--- config.mk ---
export PLATFORM = sky130hd
export DESIGN_NAME = smdc_counter
export DESIGN_NICKNAME = d
export VERILOG_FILES = /design/src/logic/smdc_pkg.sv /design/src/logic/smdc_gate_cap.sv /design/src/logic/smdc_counter.sv
export SDC_FILE = /design/constraint.sdc
export NUM_CORES = 1
export LEC_CHECK = 0
export ABC_AREA = 1
export BUFFER_PORTS_ARGS = -buffer_cell sky130_fd_sc_hd__buf_2
export CAP_MARGIN = 20
export CORE_MARGIN = 8
export CORE_UTILIZATION = 44
export DETAILED_ROUTE_END_ITERATION = 12
export SLEW_MARGIN = 20
export SYNTH_ARGS = -nofsm -noshare
export SYNTH_HDL_FRONTEND = slang
export SYNTH_HIERARCHICAL = 1
export SYNTH_SLANG_ARGS = --single-unit
--- constraint.sdc ---
create_clock -name clk -period 5.9 [get_ports clk]
set_clock_uncertainty 0.05 [all_clocks]
set_input_delay 1.475 -clock clk [delete_from_list [all_inputs] [get_ports clk]]
set_output_delay 1.475 -clock clk [all_outputs]
set_load 0.1 [all_outputs]
--- src/logic/smdc_pkg.sv ---
`default_nettype none
// Shared constants and carriers of the six-mode down counter
package smdc_pkg;

  // Counter operating modes (modes 6 and 7 alias to 2 and 3)
  localparam logic [2:0] MODE_INT_TC    = 3'h0; // Interrupt on terminal count
  localparam logic [2:0] MODE_ONE_SHOT  = 3'h1; // Retriggerable one-shot
  localparam logic [2:0] MODE_RATE_GEN  = 3'h2; // Rate generator
  localparam logic [2:0] MODE_SQUARE    = 3'h3; // Square wave
  localparam logic [2:0] MODE_SW_STROBE = 3'h4; // Software strobe
  localparam logic [2:0] MODE_HW_STROBE = 3'h5; // Hardware strobe

  // Byte access selections of the count write
  localparam logic [1:0] RW_LATCH = 2'h0; // Latch command, not handled here
  localparam logic [1:0] RW_LSB   = 2'h1; // Low byte only
  localparam logic [1:0] RW_MSB   = 2'h2; // High byte only
  localparam logic [1:0] RW_BOTH  = 2'h3; // Low byte then high byte

  // Field positions of the control word byte
  localparam int CW_BCD_POS  = 0; // BCD select
  localparam int CW_MODE_POS = 1; // Mode, three bits
  localparam int CW_RW_POS   = 4; // Byte access select, two bits

  // Reset values
  localparam logic [15:0] CE_RST   = 16'h0000; // Counting element
  localparam logic [15:0] CR_RST   = 16'h0000; // Count holding register
  localparam logic [2:0]  MODE_RST = 3'h0;     // Mode after reset
  localparam logic        OUT_RST  = 1'b1;     // Output line after reset

  // Special counter values
  localparam logic [15:0] CE_ONE  = 16'h0001; // Rate generator low point
  localparam logic [15:0] CE_TWO  = 16'h0002; // Square wave reload point
  localparam logic [15:0] CE_ZERO = 16'h0000; // Terminal count
  localparam logic [15:0] LSB_CLR = 16'hfffe; // Mask for low bit of count

  // Control word as written by software
  typedef struct packed {
    logic       byte_access_sel_hi; // Upper byte access select
    logic       byte_access_sel_lo; // Lower byte access select
    logic [2:0] mode;               // Operating mode
    logic       bcd;                // Decimal counting
  } smdc_cw_t;

  // Whole state of the counter channel
  typedef struct packed {
    logic       clk_prev;  // Counter clock of the previous cycle
    logic       smp_gate;  // Gate level taken on the counter clock rise
    logic       smp_trig;  // Trigger taken on the counter clock rise
    logic       smp_load;  // Load request taken on the counter clock rise
    logic       load_pend; // Count waiting for the next rise
    logic [2:0] mode;      // Active mode
    logic       bcd;       // Decimal counting
    logic [1:0] rw;        // Byte access selection
    logic       hi_next;   // Next two-byte write is the high byte
    logic [7:0] lo_stage;  // Low byte held until the high byte comes
    logic [15:0] cr;       // Count holding register
    logic [15:0] ce;       // Counting element
    logic       run;       // Element has been loaded and may count
    logic       frz;       // Frozen between two count bytes
    logic       armed;     // A complete count has been written
    logic       odd;       // Loaded square wave count was odd
    logic       null_cnt;  // Holding register not yet moved to element
    logic       out;       // Output line
  } smdc_state_t;

endpackage : smdc_pkg
`default_nettype wire

--- src/logic/smdc_gate_cap.sv ---
`default_nettype none
// Gate rising edge capture flip-flop
module smdc_gate_cap (
  input  wire logic clk,    // System clock
  input  wire logic rst_n,  // Synchronised reset, active low
  input  wire logic gate,   // Gate level
  input  wire logic clr,    // Clear after the flag was sampled
  output var  logic flag    // Captured rising edge
);

  // State of the capture: previous gate and the flag itself
  typedef struct packed {
    logic gate_prev; // Gate of the previous cycle
    logic flag;      // Edge seen and not yet sampled
  } smdc_cap_t;

  smdc_cap_t st_r;   // Registered state
  smdc_cap_t st_nxt; // Next state

  // Set on a rising edge; a new edge wins over the clear
  always_comb begin
    st_nxt           = st_r;
    st_nxt.gate_prev = gate;
    st_nxt.flag      = (gate & ~st_r.gate_prev) | (st_r.flag & ~clr);
  end

  // State register
  always_ff @(posedge clk or negedge rst_n) begin
    if (!rst_n) begin
      st_r <= '0;
    end else begin
      st_r <= st_nxt;
    end
  end

  assign flag = st_r.flag;

endmodule : smdc_gate_cap
`default_nettype wire

--- src/logic/smdc_counter.sv ---
`default_nettype none
// Operation
// - Mode 0 control word drives output low
// - Mode 0 loads next cycle, decrements after
// - Mode 0 gate low holds count, output unchanged
// - Mode 0 output high at zero, stays high
// - Mode 0 count write lowers output, reloads
// - Mode 0 load happens even with gate low
// - Same-mode control word stops counting
// - Mode 1 trigger loads, output low
// - Mode 1 output high at zero; retrigger reloads
// - Mode 2 low one clock at one
// - Mode 2 new count at next reload
// - Modes 2,3 gate low: output high, reload
// - Mode 3 even count: step two, toggle
// - Mode 3 odd count: load minus one
// - Mode 3 new count at next toggle
// - Modes 4,5 one clock low at zero
// - Mode 4 count write reloads next clock
// - Mode 4 gate enables counting only
// - Mode 5 loads only after gate trigger
// - Mode 5 low pulse N+1 after trigger
// - Sample on counter rise, act on fall
// - Gate edge flag cleared after sampling
// - Zero count means full range
module smdc_counter (
  input  wire logic              clk,        // System clock, 40 MHz
  input  wire logic              arst_n,     // Asynchronous reset, low
  input  wire logic              ctr_clk,    // Counter clock level
  input  wire logic              gate,       // Gate level
  input  wire logic              cw_wr,      // Control word write strobe
  input  wire smdc_pkg::smdc_cw_t counter_control_word, // Written word
  input  wire logic              cnt_wr,     // Count byte write strobe
  input  wire logic [7:0]        cnt_byte,   // Count byte written
  output var  logic              ctr_out,    // Output line
  output var  logic [15:0]       ce_value,   // Counting element
  output var  logic              null_count  // Count not yet loaded
);

  logic [1:0]           rst_sync_r; // Reset release synchroniser
  logic                 rst_n;      // Synchronised reset
  smdc_pkg::smdc_state_t st_r;      // Registered state
  smdc_pkg::smdc_state_t st_nxt;    // Next state
  logic                 trig_flag;  // Captured gate edge
  logic                 rise;       // Counter clock rising edge
  logic                 fall;       // Counter clock falling edge
  logic [2:0]           mode_eff;   // Mode with aliases folded
  logic [15:0]          dec_one;    // Element minus one
  logic [15:0]          dec_two;    // Element minus two
  logic [15:0]          cr_half;    // Count with its low bit cleared
  logic                 cnt_done;   // This write completes a count
  logic [15:0]          cr_new;     // Count formed by this write

  // Reset is released through two flip-flops
  always_ff @(posedge clk or negedge arst_n) begin
    if (!arst_n) begin
      rst_sync_r <= 2'b00;
    end else begin
      rst_sync_r <= {rst_sync_r[0], 1'b1};
    end
  end
  assign rst_n = rst_sync_r[1];

  // Decrement by one, binary or four decimal digits
  function automatic logic [15:0] smdc_dec(input logic [15:0] v,
                                           input logic        bcd);
    logic [15:0] r;
    logic        borrow;
    r      = v;
    borrow = 1'b1;
    if (!bcd) begin
      r = v - 16'h0001;
    end else begin
      for (int i = 0; i < 4; i++) begin
        // Each digit borrows only while the lower ones were zero
        if (borrow) begin
          if (r[4*i +: 4] == 4'h0) begin
            r[4*i +: 4] = 4'h9;
          end else begin
            r[4*i +: 4] = r[4*i +: 4] - 4'h1;
            borrow      = 1'b0;
          end
        end
      end
    end
    return r;
  endfunction : smdc_dec

  // Gate edge capture, cleared on each counter clock rise
  smdc_gate_cap u_gate_cap (
    .clk   (clk),
    .rst_n (rst_n),
    .gate  (gate),
    .clr   (rise),
    .flag  (trig_flag)
  );

  // Edge detection of the counter clock and helper values
  always_comb begin
    rise     = ctr_clk & ~st_r.clk_prev;
    fall     = ~ctr_clk & st_r.clk_prev;
    mode_eff = st_r.mode[1] ? {1'b0, st_r.mode[1:0]} : st_r.mode;
    // Zero wraps to the top, so a zero count spans the full range
    dec_one  = smdc_dec(st_r.ce, st_r.bcd);
    dec_two  = smdc_dec(dec_one, st_r.bcd);
    cr_half  = st_r.cr & smdc_pkg::LSB_CLR;
    // Count formed by the current byte write
    cnt_done = 1'b0;
    cr_new   = st_r.cr;
    case (st_r.rw)
      smdc_pkg::RW_LSB: begin
        cnt_done = 1'b1;
        cr_new   = {8'h00, cnt_byte};
      end
      smdc_pkg::RW_MSB: begin
        cnt_done = 1'b1;
        cr_new   = {cnt_byte, 8'h00};
      end
      smdc_pkg::RW_BOTH: begin
        // Old count stays in force until the high byte arrives
        cnt_done = st_r.hi_next;
        cr_new   = st_r.hi_next ? {cnt_byte, st_r.lo_stage} : st_r.cr;
      end
      default: begin
        cnt_done = 1'b0;
        cr_new   = st_r.cr;
      end
    endcase
  end

  // Next state: sampling, counting, then software writes
  always_comb begin
    st_nxt          = st_r;
    st_nxt.clk_prev = ctr_clk;

    // Rising edge takes the gate, the trigger and the load request
    if (rise) begin
      st_nxt.smp_gate  = gate;
      st_nxt.smp_trig  = trig_flag;
      st_nxt.smp_load  = st_r.load_pend;
      st_nxt.load_pend = 1'b0;
    end

    // Falling edge acts on what the rise sampled
    if (fall) begin
      case (mode_eff)
        smdc_pkg::MODE_INT_TC: begin
          if (st_r.smp_load) begin
            // Load even with gate low, no decrement now
            st_nxt.ce       = st_r.cr;
            st_nxt.run      = 1'b1;
            st_nxt.frz      = 1'b0;
            st_nxt.null_cnt = 1'b0;
          end else if (st_r.run && st_r.smp_gate && !st_r.frz) begin
            st_nxt.ce = dec_one;
            // High at terminal count; keeps counting afterwards
            if (dec_one == smdc_pkg::CE_ZERO) begin
              st_nxt.out = 1'b1;
            end
          end
        end
        smdc_pkg::MODE_ONE_SHOT: begin
          if (st_r.smp_trig && st_r.armed) begin
            // Trigger or retrigger reloads and holds output low
            st_nxt.ce       = st_r.cr;
            st_nxt.run      = 1'b1;
            st_nxt.out      = 1'b0;
            st_nxt.null_cnt = 1'b0;
          end else if (st_r.run) begin
            st_nxt.ce = dec_one;
            if (dec_one == smdc_pkg::CE_ZERO) begin
              st_nxt.out = 1'b1;
            end
          end
        end
        smdc_pkg::MODE_RATE_GEN: begin
          if (st_r.smp_load || (st_r.smp_trig && st_r.armed)) begin
            // Initial load or gate resync, whatever the element holds
            st_nxt.ce       = st_r.cr;
            st_nxt.run      = 1'b1;
            st_nxt.out      = 1'b1;
            st_nxt.null_cnt = 1'b0;
          end else if (st_r.run && st_r.smp_gate) begin
            if (!st_r.out) begin
              // End of the low clock: reload with the latest count
              st_nxt.out      = 1'b1;
              st_nxt.ce       = st_r.cr;
              st_nxt.null_cnt = 1'b0;
            end else begin
              st_nxt.ce = dec_one;
              if (dec_one == smdc_pkg::CE_ONE) begin
                st_nxt.out = 1'b0;
              end
            end
          end
        end
        smdc_pkg::MODE_SQUARE: begin
          if (st_r.smp_load || (st_r.smp_trig && st_r.armed)) begin
            // Odd counts load one less, same as clearing the low bit
            st_nxt.ce       = cr_half;
            st_nxt.odd      = st_r.cr[0];
            st_nxt.run      = 1'b1;
            st_nxt.out      = 1'b1;
            st_nxt.null_cnt = 1'b0;
          end else if (st_r.run && st_r.smp_gate) begin
            if ((!st_r.odd && st_r.ce == smdc_pkg::CE_TWO) ||
                (st_r.odd && st_r.out && st_r.ce == smdc_pkg::CE_ZERO) ||
                (st_r.odd && !st_r.out && st_r.ce == smdc_pkg::CE_TWO)) begin
              // Level change takes up any newly written count
              st_nxt.out      = ~st_r.out;
              st_nxt.ce       = cr_half;
              st_nxt.odd      = st_r.cr[0];
              st_nxt.null_cnt = 1'b0;
            end else begin
              st_nxt.ce = dec_two;
            end
          end
        end
        smdc_pkg::MODE_SW_STROBE: begin
          if (st_r.smp_load) begin
            st_nxt.ce       = st_r.cr;
            st_nxt.run      = 1'b1;
            st_nxt.out      = 1'b1;
            st_nxt.null_cnt = 1'b0;
          end else if (st_r.run && st_r.smp_gate) begin
            // Gate only enables the decrement, never the output
            st_nxt.ce  = dec_one;
            st_nxt.out = (dec_one != smdc_pkg::CE_ZERO);
          end else begin
            st_nxt.out = 1'b1;
          end
        end
        smdc_pkg::MODE_HW_STROBE: begin
          if (st_r.smp_trig && st_r.armed) begin
            st_nxt.ce       = st_r.cr;
            st_nxt.run      = 1'b1;
            st_nxt.out      = 1'b1;
            st_nxt.null_cnt = 1'b0;
          end else if (st_r.run) begin
            st_nxt.ce  = dec_one;
            st_nxt.out = (dec_one != smdc_pkg::CE_ZERO);
          end
        end
        default: begin
          st_nxt.run = st_r.run;
        end
      endcase
    end

    // Control word write resets the channel control logic
    if (cw_wr && ({counter_control_word.byte_access_sel_hi,
                   counter_control_word.byte_access_sel_lo}
                  != smdc_pkg::RW_LATCH)) begin
      st_nxt.mode      = counter_control_word.mode;
      st_nxt.bcd       = counter_control_word.bcd;
      st_nxt.rw        = {counter_control_word.byte_access_sel_hi,
                          counter_control_word.byte_access_sel_lo};
      st_nxt.run       = 1'b0;
      st_nxt.load_pend = 1'b0;
      st_nxt.smp_load  = 1'b0;
      st_nxt.hi_next   = 1'b0;
      st_nxt.frz       = 1'b0;
      st_nxt.armed     = 1'b0;
      st_nxt.null_cnt  = 1'b1;
      // Mode 0 starts low, every other mode starts high
      st_nxt.out = (counter_control_word.mode !=
                    smdc_pkg::MODE_INT_TC);
    end else if (cnt_wr) begin
      // Count byte write
      if (st_r.rw == smdc_pkg::RW_BOTH) begin
        st_nxt.hi_next = ~st_r.hi_next;
        if (!st_r.hi_next) begin
          st_nxt.lo_stage = cnt_byte;
          // Mode 0 freezes between the two bytes
          if (mode_eff == smdc_pkg::MODE_INT_TC) begin
            st_nxt.frz = 1'b1;
          end
        end
      end
      if (mode_eff == smdc_pkg::MODE_INT_TC) begin
        st_nxt.out = 1'b0;
      end
      if (cnt_done) begin
        st_nxt.cr       = cr_new;
        st_nxt.armed    = 1'b1;
        st_nxt.null_cnt = 1'b1;
        // Modes 2 and 3 take a new count only at their next reload
        if ((mode_eff == smdc_pkg::MODE_INT_TC) ||
            (mode_eff == smdc_pkg::MODE_SW_STROBE) ||
            (((mode_eff == smdc_pkg::MODE_RATE_GEN) ||
              (mode_eff == smdc_pkg::MODE_SQUARE)) && !st_r.run)) begin
          st_nxt.load_pend = 1'b1;
        end
      end
    end

    // Gate low forces the output high at once in modes 2 and 3
    // Judged on the mode in force after this cycle's control word,
    // so a new mode 0 word still drives the output low
    if (st_nxt.mode[1] && !gate) begin
      st_nxt.out = 1'b1;
    end
  end

  // State register
  always_ff @(posedge clk or negedge rst_n) begin
    if (!rst_n) begin
      st_r      <= '0;
      st_r.mode <= smdc_pkg::MODE_RST;
      st_r.cr   <= smdc_pkg::CR_RST;
      st_r.ce   <= smdc_pkg::CE_RST;
      st_r.out  <= smdc_pkg::OUT_RST;
    end else begin
      st_r <= st_nxt;
    end
  end

  assign ctr_out    = st_r.out;
  assign ce_value   = st_r.ce;
  assign null_count = st_r.null_cnt;

  // Mode 0 control word lowers the output next cycle
  property p_m0_cw_low;
    @(posedge clk) disable iff (!rst_n)
    (cw_wr && counter_control_word.mode == smdc_pkg::MODE_INT_TC &&
     counter_control_word.byte_access_sel_lo) |=> !ctr_out;
  endproperty
  a_m0_cw_low: assert property (p_m0_cw_low)
    else $error("mode 0 control word did not lower output");

  // Mode 0 load at the fall moves the count into the element
  property p_m0_load;
    @(posedge clk) disable iff (!rst_n)
    (fall && mode_eff == smdc_pkg::MODE_INT_TC && st_r.smp_load &&
     !cw_wr) |=> (ce_value == $past(st_r.cr));
  endproperty
  a_m0_load: assert property (p_m0_load)
    else $error("mode 0 load did not take the count");

  // Mode 0 gate low holds the element at a fall
  property p_m0_hold;
    @(posedge clk) disable iff (!rst_n)
    (fall && mode_eff == smdc_pkg::MODE_INT_TC && !st_r.smp_gate &&
     !st_r.smp_load && !cw_wr) |=> $stable(ce_value);
  endproperty
  a_m0_hold: assert property (p_m0_hold)
    else $error("mode 0 element moved with gate low");

  // Mode 1 output ignores count writes
  property p_m1_write;
    @(posedge clk) disable iff (!rst_n)
    (cnt_wr && !cw_wr && !fall && mode_eff == smdc_pkg::MODE_ONE_SHOT)
    |=> (ctr_out == $past(ctr_out));
  endproperty
  a_m1_write: assert property (p_m1_write)
    else $error("mode 1 output moved on a count write");

  // Gate low in modes 2 and 3 gives a high output next cycle
  property p_gate_high;
    @(posedge clk) disable iff (!rst_n)
    ((mode_eff == smdc_pkg::MODE_RATE_GEN ||
      mode_eff == smdc_pkg::MODE_SQUARE) && !gate && !cw_wr) |=> ctr_out;
  endproperty
  a_gate_high: assert property (p_gate_high)
    else $error("gate low did not force output high");

  // Square wave element always holds an even value while running
  property p_m3_even;
    @(posedge clk) disable iff (!rst_n)
    (mode_eff == smdc_pkg::MODE_SQUARE && st_r.run) |-> !ce_value[0];
  endproperty
  a_m3_even: assert property (p_m3_even)
    else $error("square wave element holds an odd value");

  // Mode 4 low output lasts only until the next fall
  property p_m4_pulse;
    @(posedge clk) disable iff (!rst_n)
    (fall && mode_eff == smdc_pkg::MODE_SW_STROBE && !ctr_out &&
     !cw_wr && !cnt_wr) |=> ctr_out;
  endproperty
  a_m4_pulse: assert property (p_m4_pulse)
    else $error("mode 4 low pulse longer than one clock");

  // Edge flag is gone the cycle after its sampling rise
  property p_trig_clear;
    @(posedge clk) disable iff (!rst_n)
    (rise && !(gate && !$past(gate))) |=> !trig_flag;
  endproperty
  a_trig_clear: assert property (p_trig_clear)
    else $error("gate edge flag not cleared after sampling");

  // Decimal element wraps from zero to 9999 in mode 0
  property p_bcd_wrap;
    @(posedge clk) disable iff (!rst_n)
    (fall && st_r.bcd && mode_eff == smdc_pkg::MODE_INT_TC && st_r.run &&
     st_r.smp_gate && !st_r.smp_load && !st_r.frz && !cw_wr &&
     ce_value == smdc_pkg::CE_ZERO) |=> (ce_value == 16'h9999);
  endproperty
  a_bcd_wrap: assert property (p_bcd_wrap)
    else $error("decimal element did not wrap to 9999");

endmodule : smdc_counter
`default_nettype wire

== After elaboration in Yosys (flattened, before gate mapping) ==
Index checks and enable logic that the tools add are counted.
Cells by class
  $add $sub $neg: 10
  equality and inequality tests: 20
  mux-type cells: 101
  bitwise logic cells: 12
  reduce and logical (&&, ||, !) cells: 56
Operators by type and width (count)
  2-to-1 mux 16 bit: 16
  one-hot mux 16 bit (5 select lines): 1
  2-to-1 mux 4 bit: 14
  2-to-1 mux 1 bit: 48
  one-hot mux 16 bit (3 select lines): 1
  zero test 16 bit: 2
  zero test 4 bit: 8
  subtractor 16 x 1 -> 16 bit (second input constant): 2
  subtractor 4 x 1 -> 4 bit (second input constant): 8
  2-to-1 mux 25 bit: 1
  2-to-1 mux 2 bit: 10
  inequality test 3 bit (second input constant): 6
  == test 16 x 1 -> 1 bit (second input constant): 1
  == test 16 x 2 -> 1 bit (second input constant): 1
  nonzero test 16 bit: 1
  nonzero test 2 bit: 8
  2-to-1 mux 3 bit: 4
  one-hot mux 2 bit (6 select lines): 1
  logical AND 1 bit: 11
  nonzero test 5 bit: 2
  2-to-1 mux 9 bit: 1
  inequality test 3 x 1 -> 1 bit (second input constant): 3
  2-to-1 mux 8 bit: 1
  AND reduction 4 bit: 2
  21 further kinds: 46
Storage, ports and cells
  register bits: 62
  output and inout port bits: 18

== Logic depth before layout (Yosys ltp) ==
  depth in word-level cells: 22
  depth in mapped cells: 23

== Modules after synthesis ==
Netlist, hierarchy kept.
Modules (own cells, without submodules)
  smdc_counter: instances 1, cells each 757, area each 4879.7 µm²
  smdc_gate_cap: instances 1, cells each 7, area each 68.8 µm²

== Worst setup path before layout ==
Ideal clock, no wire load.
  path type: in2reg
  start: in counter_control_word[5] in the netlist's numbering
  end: reg st_r, in the netlist cr_half[10]
  setup time: 0.083 ns
  data arrival time: 2.872 ns
  data required time: 5.767 ns
  path slack: 2.895 ns
  stages: 7
  buffers on the path: 1
  cells stage by stage: o21ai_1 inv_1 or2_2 nor2_1 clkbuf_1 nand3_1 o21ai_0
On the way
  longest elaborated chain between the ends: 4
Ends and longest elaborated chain
  start, declared: line smdc_counter.sv:32  | input wire smdc_pkg::smdc_cw_t counter_control_word,
  nonzero test 2 bit: line smdc_counter.sv:251  | if (cw_wr && ({counter_control_word.byte_access_sel_hi,
  logical AND 1 bit: line smdc_counter.sv:251
  NOT 1 bit (no source line)
  AND reduction 5 bit (no source line)
  end signal, assigned: line smdc_counter.sv:314  | st_r <= st_nxt;
  end, declared: line smdc_counter.sv:42  | smdc_pkg::smdc_state_t st_r;
Every way passes these cells.
A chain may end at the register's enable or synchronous reset.

== Worst setup path after layout ==
  start: reg st_r[51] in the netlist's numbering
  end: reg st_r, in the netlist ce_value[9]
On the way
  longest elaborated chain between the ends: 5
  elaborated cells between the ends (all ways): 16
Ends and longest elaborated chain
  2-to-1 mux 3 bit *: line smdc_counter.sv:102  | mode_eff = st_r.mode[1] ? {1'b0, st_r.mode[1:0]} : st_r.mode;
  == test 3 bit or == test 3 x 1 -> 1 bit (tied branches): line smdc_counter.sv:146  | case (mode_eff)
  OR reduction 2 bit (no source line)
  inequality test 3 x 1 -> 1 bit (no source line) or nonzero test 5 bit (tied branches)
  AND reduction 7 bit (no source line)
Mark *: on every way between the ends. The rest lies on a longest branch, timed or not.

==> metrics.md <==
| Metric | Value |
|---|---|
| CTS tree | yes |
| Simple-Gate Fraction of Synth Area | approximately 34% |
| Ant diodes | 0 |
| Post-synth EDFFs | 0 |
| Largest net degree at the start of global routing | slightly above 60 |
| Most frequent CP cell | inv_1 |
| Wire per inst | around 16 µm |
| Combinational share of power | 58.2% |
| TNS Setup | 0 ns |
| Synth Register Bits | 62 |
| Most frequent cells in the layout | nand2_1, inv_1, o21ai_0 |
| Mux cell area share after synthesis | 0% |
| Async SR Flop Fraction | 100% |
| Syn. warnings | 6 |
| Layout area overhead | 7.71% |
| Total track usage | 20.2% |
| Residual DRC count | 0 |
| Vias/cell | between 5 and 6 |
| Main combinational cell family by area after synthesis | simple AND/OR/NAND/NOR gates |
| Clock power share | between 10% and 20% |
| Die H | roughly 120 µm |
| Fin crit period | ~3.5 ns |
| Clock Sinks | between 60 and 70 |
| Sequential area share after synthesis | between 30% and 40% |
| Int Power | 1.12 mW |
| Peak Freq | 0.288 GHz |
| Final hold violations | 0 |
| Slowest stage delay, CP | between 0.5 and 0.6 ns |
| Peak supply drop | around 350 µV |
| Number of core rows | 38 |
| Synth top area share | about 30% |
| Layout cell share with drive strength beyond 1 | roughly an eighth |
| Total number of vias | about 5,100 |
| CP cell instances | nor2_1 > inv_1 > nor2_1 > inv_1 > o21ai_0 > nand2_1 > nand2_1 > inv_1 > or2_2 > nand2_1 > inv_1 |
| Root Driver | clkbuf_8 |
| Post-synth cell types | 42 |
| Area contributors post-synth | dfrtp_1, nand2_1, inv_1 |
| Worst-Margin Slew | ~1.0 ns |
| Initial DRC Count | about 370 |
| Switching Fraction | ~57% |
| Gp weighted congestion | ~0.93 |
| Total grt overflow | 0 |
| Post-CTS setup buffer count | 0 |
| First-pass GRT wire length | 24,000 µm |
| Initial Util | approximately 45% |
| Top Ports | 38 |
| Commonest non-fill, non-tap cell in the layout | nand2_1 |
| Post-detail-place hpwl | about 11,000 µm |
| XOR/XNOR Fraction of Synth Area | roughly 1.3% |
| Required time of the critical path | between 6 and 7 ns |
| Detail Route Antenna Nets | 0 |
| Antenna violations before repair | 0 |
| Synth Area in Adders | 2.28% |
| Seq pwr share | a little over a quarter |
| Synth Area in Compound Gates | around 17% |
| Die Area | roughly 15,000 µm² |
| Max_cap viols | 0 |
| Slew HR | about 32% |
| Die width | about 120 µm |
| Crit path DAT | around 3.7 ns |
| Final core occ | between 40% and 50% |
| Slowest stage cell, crit path | nand2_1 |
| CTS Buf Count | 9 |
| Syn_area_per_cell | around 6.5 µm² |
| Worst hold path type | register to register |
| Crit path kind | register to register |
| Nets | 808 |
| Post-Route WL | roughly 15,000 µm |
| Clock transition at path regs | roughly 0.080 ns |
| Port bufs | 37 |
| Setup crit end kind | register |
| Crit path max fanout | 17 |
| Cts hold-fix bufs | 0 |
| CP Launch Type | register |
| Leak | about 2.6 nW |
| Core ar. | roughly 11,000 µm² |
| Clk buf depth | 2 |
| PostCTS Resize Cnt | 0 |
| Final setup fails | 0 |
| Psw | ~1.5 mW |
| Cell area after synthesis | 4950 µm² |
| Max-slew violations | 0 |
| RSZ-0062 raised after global routing | no |
| Syn nets | 793 |
| Ys flop type | dfrtp_1 |
| H-tree depth | 3 |
| Vias in the first global route | just under 5,000 |
| Status | complete, no violations |
| Mapped Cells | ~760 |
| CP Buf/Inv Count | 4 |
| Worst skew pair latency | 0.36 ns |
| Crit path max-delay family | simple AND/OR/NAND/NOR gates |
| First drt pass iteration count | 5 |
| Synth area leader | dfrtp_1 |
| Period utilization | roughly 59% |
| Pwr/cell area | approximately 490 nW/µm² |
-- sequential cells by signal (all words and copies together) (netlist names) --
register / flops
null_count: 1
rst_sync_r: 2
cr_half: 15
u_gate_cap/st_r: 1
ctr_out: 1
u_gate_cap/flag: 1
st_r: 25
ce_value: 16
-- layout make-up --
type,count,area (µm²)
sequential,62,1550
fill,1151,5560
tap,140,175
multi-input combinational,539,2720
timing repair buffer,40,208
clock buffer,10,128
clock inverter,6,71.3
inverter,127,477
-- power by group through the flow --
stage               clock, mW  sequential (mW)  combinational [mW]
floorplan                   0            0.691                1.29
CTS                     0.401            0.702                1.51
global placement            0            0.705                1.50
global route            0.416            0.728                1.69
detailed placement          0            0.710                1.51
finish                  0.391            0.706                1.53
-- synth_stat cells (4+ instances only) --
cell,count
nand2_2,7
nor2_1,51
nor2_4,5
o22ai_1,8
nand3b_1,5
nor3_1,9
nor2_2,7
o21ai_1,4
a21oi_1,49
nand4_1,13
nand2_1,185
o211ai_1,4
dfrtp_1,61
ha_1,9
buf_4,17
inv_1,122
clkbuf_1,16
nand3_1,71
inv_2,4
o21ai_0,84
-- per-layer routing --
metal / global-route usage, % / up-vias / wire length, µm / part of all wire (%)
li1: - / 2501 / - / -
met1: 27.7 / 2323 / 6710 / 46
met2: 31.0 / 216 / 6410 / 44
met3: 3.89 / 29 / 1110 / 7.7
met4: 7.01 / 0 / 290 / 2.0
met5: 0 / - / 0 / 0
-- worst paths after layout --
path	depth (start not counted)	startpoint	slack (ns)	endpoint
max	11	st_r[51]	2.43	ce_value[9]
min	0	rst_sync_r[0]	0.30	rst_sync_r[1]
max reg2reg	11	st_r[51]	2.43	ce_value[9]
min reg2reg	0	rst_sync_r[0]	0.30	rst_sync_r[1]
max in group asynchronous	1	arst_n	4.85	rst_sync_r[1]
min in group asynchronous	1	rst_sync_r[1]	0.38	st_r[41]
-- metrics by stage --
| stage | worst slack, ns | cell area [µm²] | instances | power [mW] | hold WS (ns) |
|---|---|---|---|---|---|
| after floorplan | 2.90 | 4950 | 764 | 1.98 | 0.281 |
| after global placement | 2.38 | 5130 | 908 | 2.20 | 0.289 |
| after detailed placement | 2.28 | 5130 | 908 | 2.22 | 0.289 |
| after CTS | 2.50 | 5330 | 924 | 2.61 | 0.307 |
| after global routing | 2.02 | 5330 | 924 | 2.83 | 0.309 |
| final | 2.43 | 5330 | 924 | 2.62 | 0.304 |
-- worst register-to-register path, delay by kind of cell (launching register included) --
kind	cells	cell delay, ns
buf+inv	4	0.95
flops	1	0.42
compound gates	1	0.15
simple gates	6	1.79
-- logic make-up (layout without fill, tap and decap cells) --
group	after synthesis	count (layout)
XOR/XNOR	5	5
flip-flops	62	62
adder cells (fa/ha/maj)	9	9
AND/OR/NAND/NOR	364	364
buffers and inverters	163	183
AO/OA/AOI/OAI	160	160
other	1	1
Power figures use the tool's default switching activity.
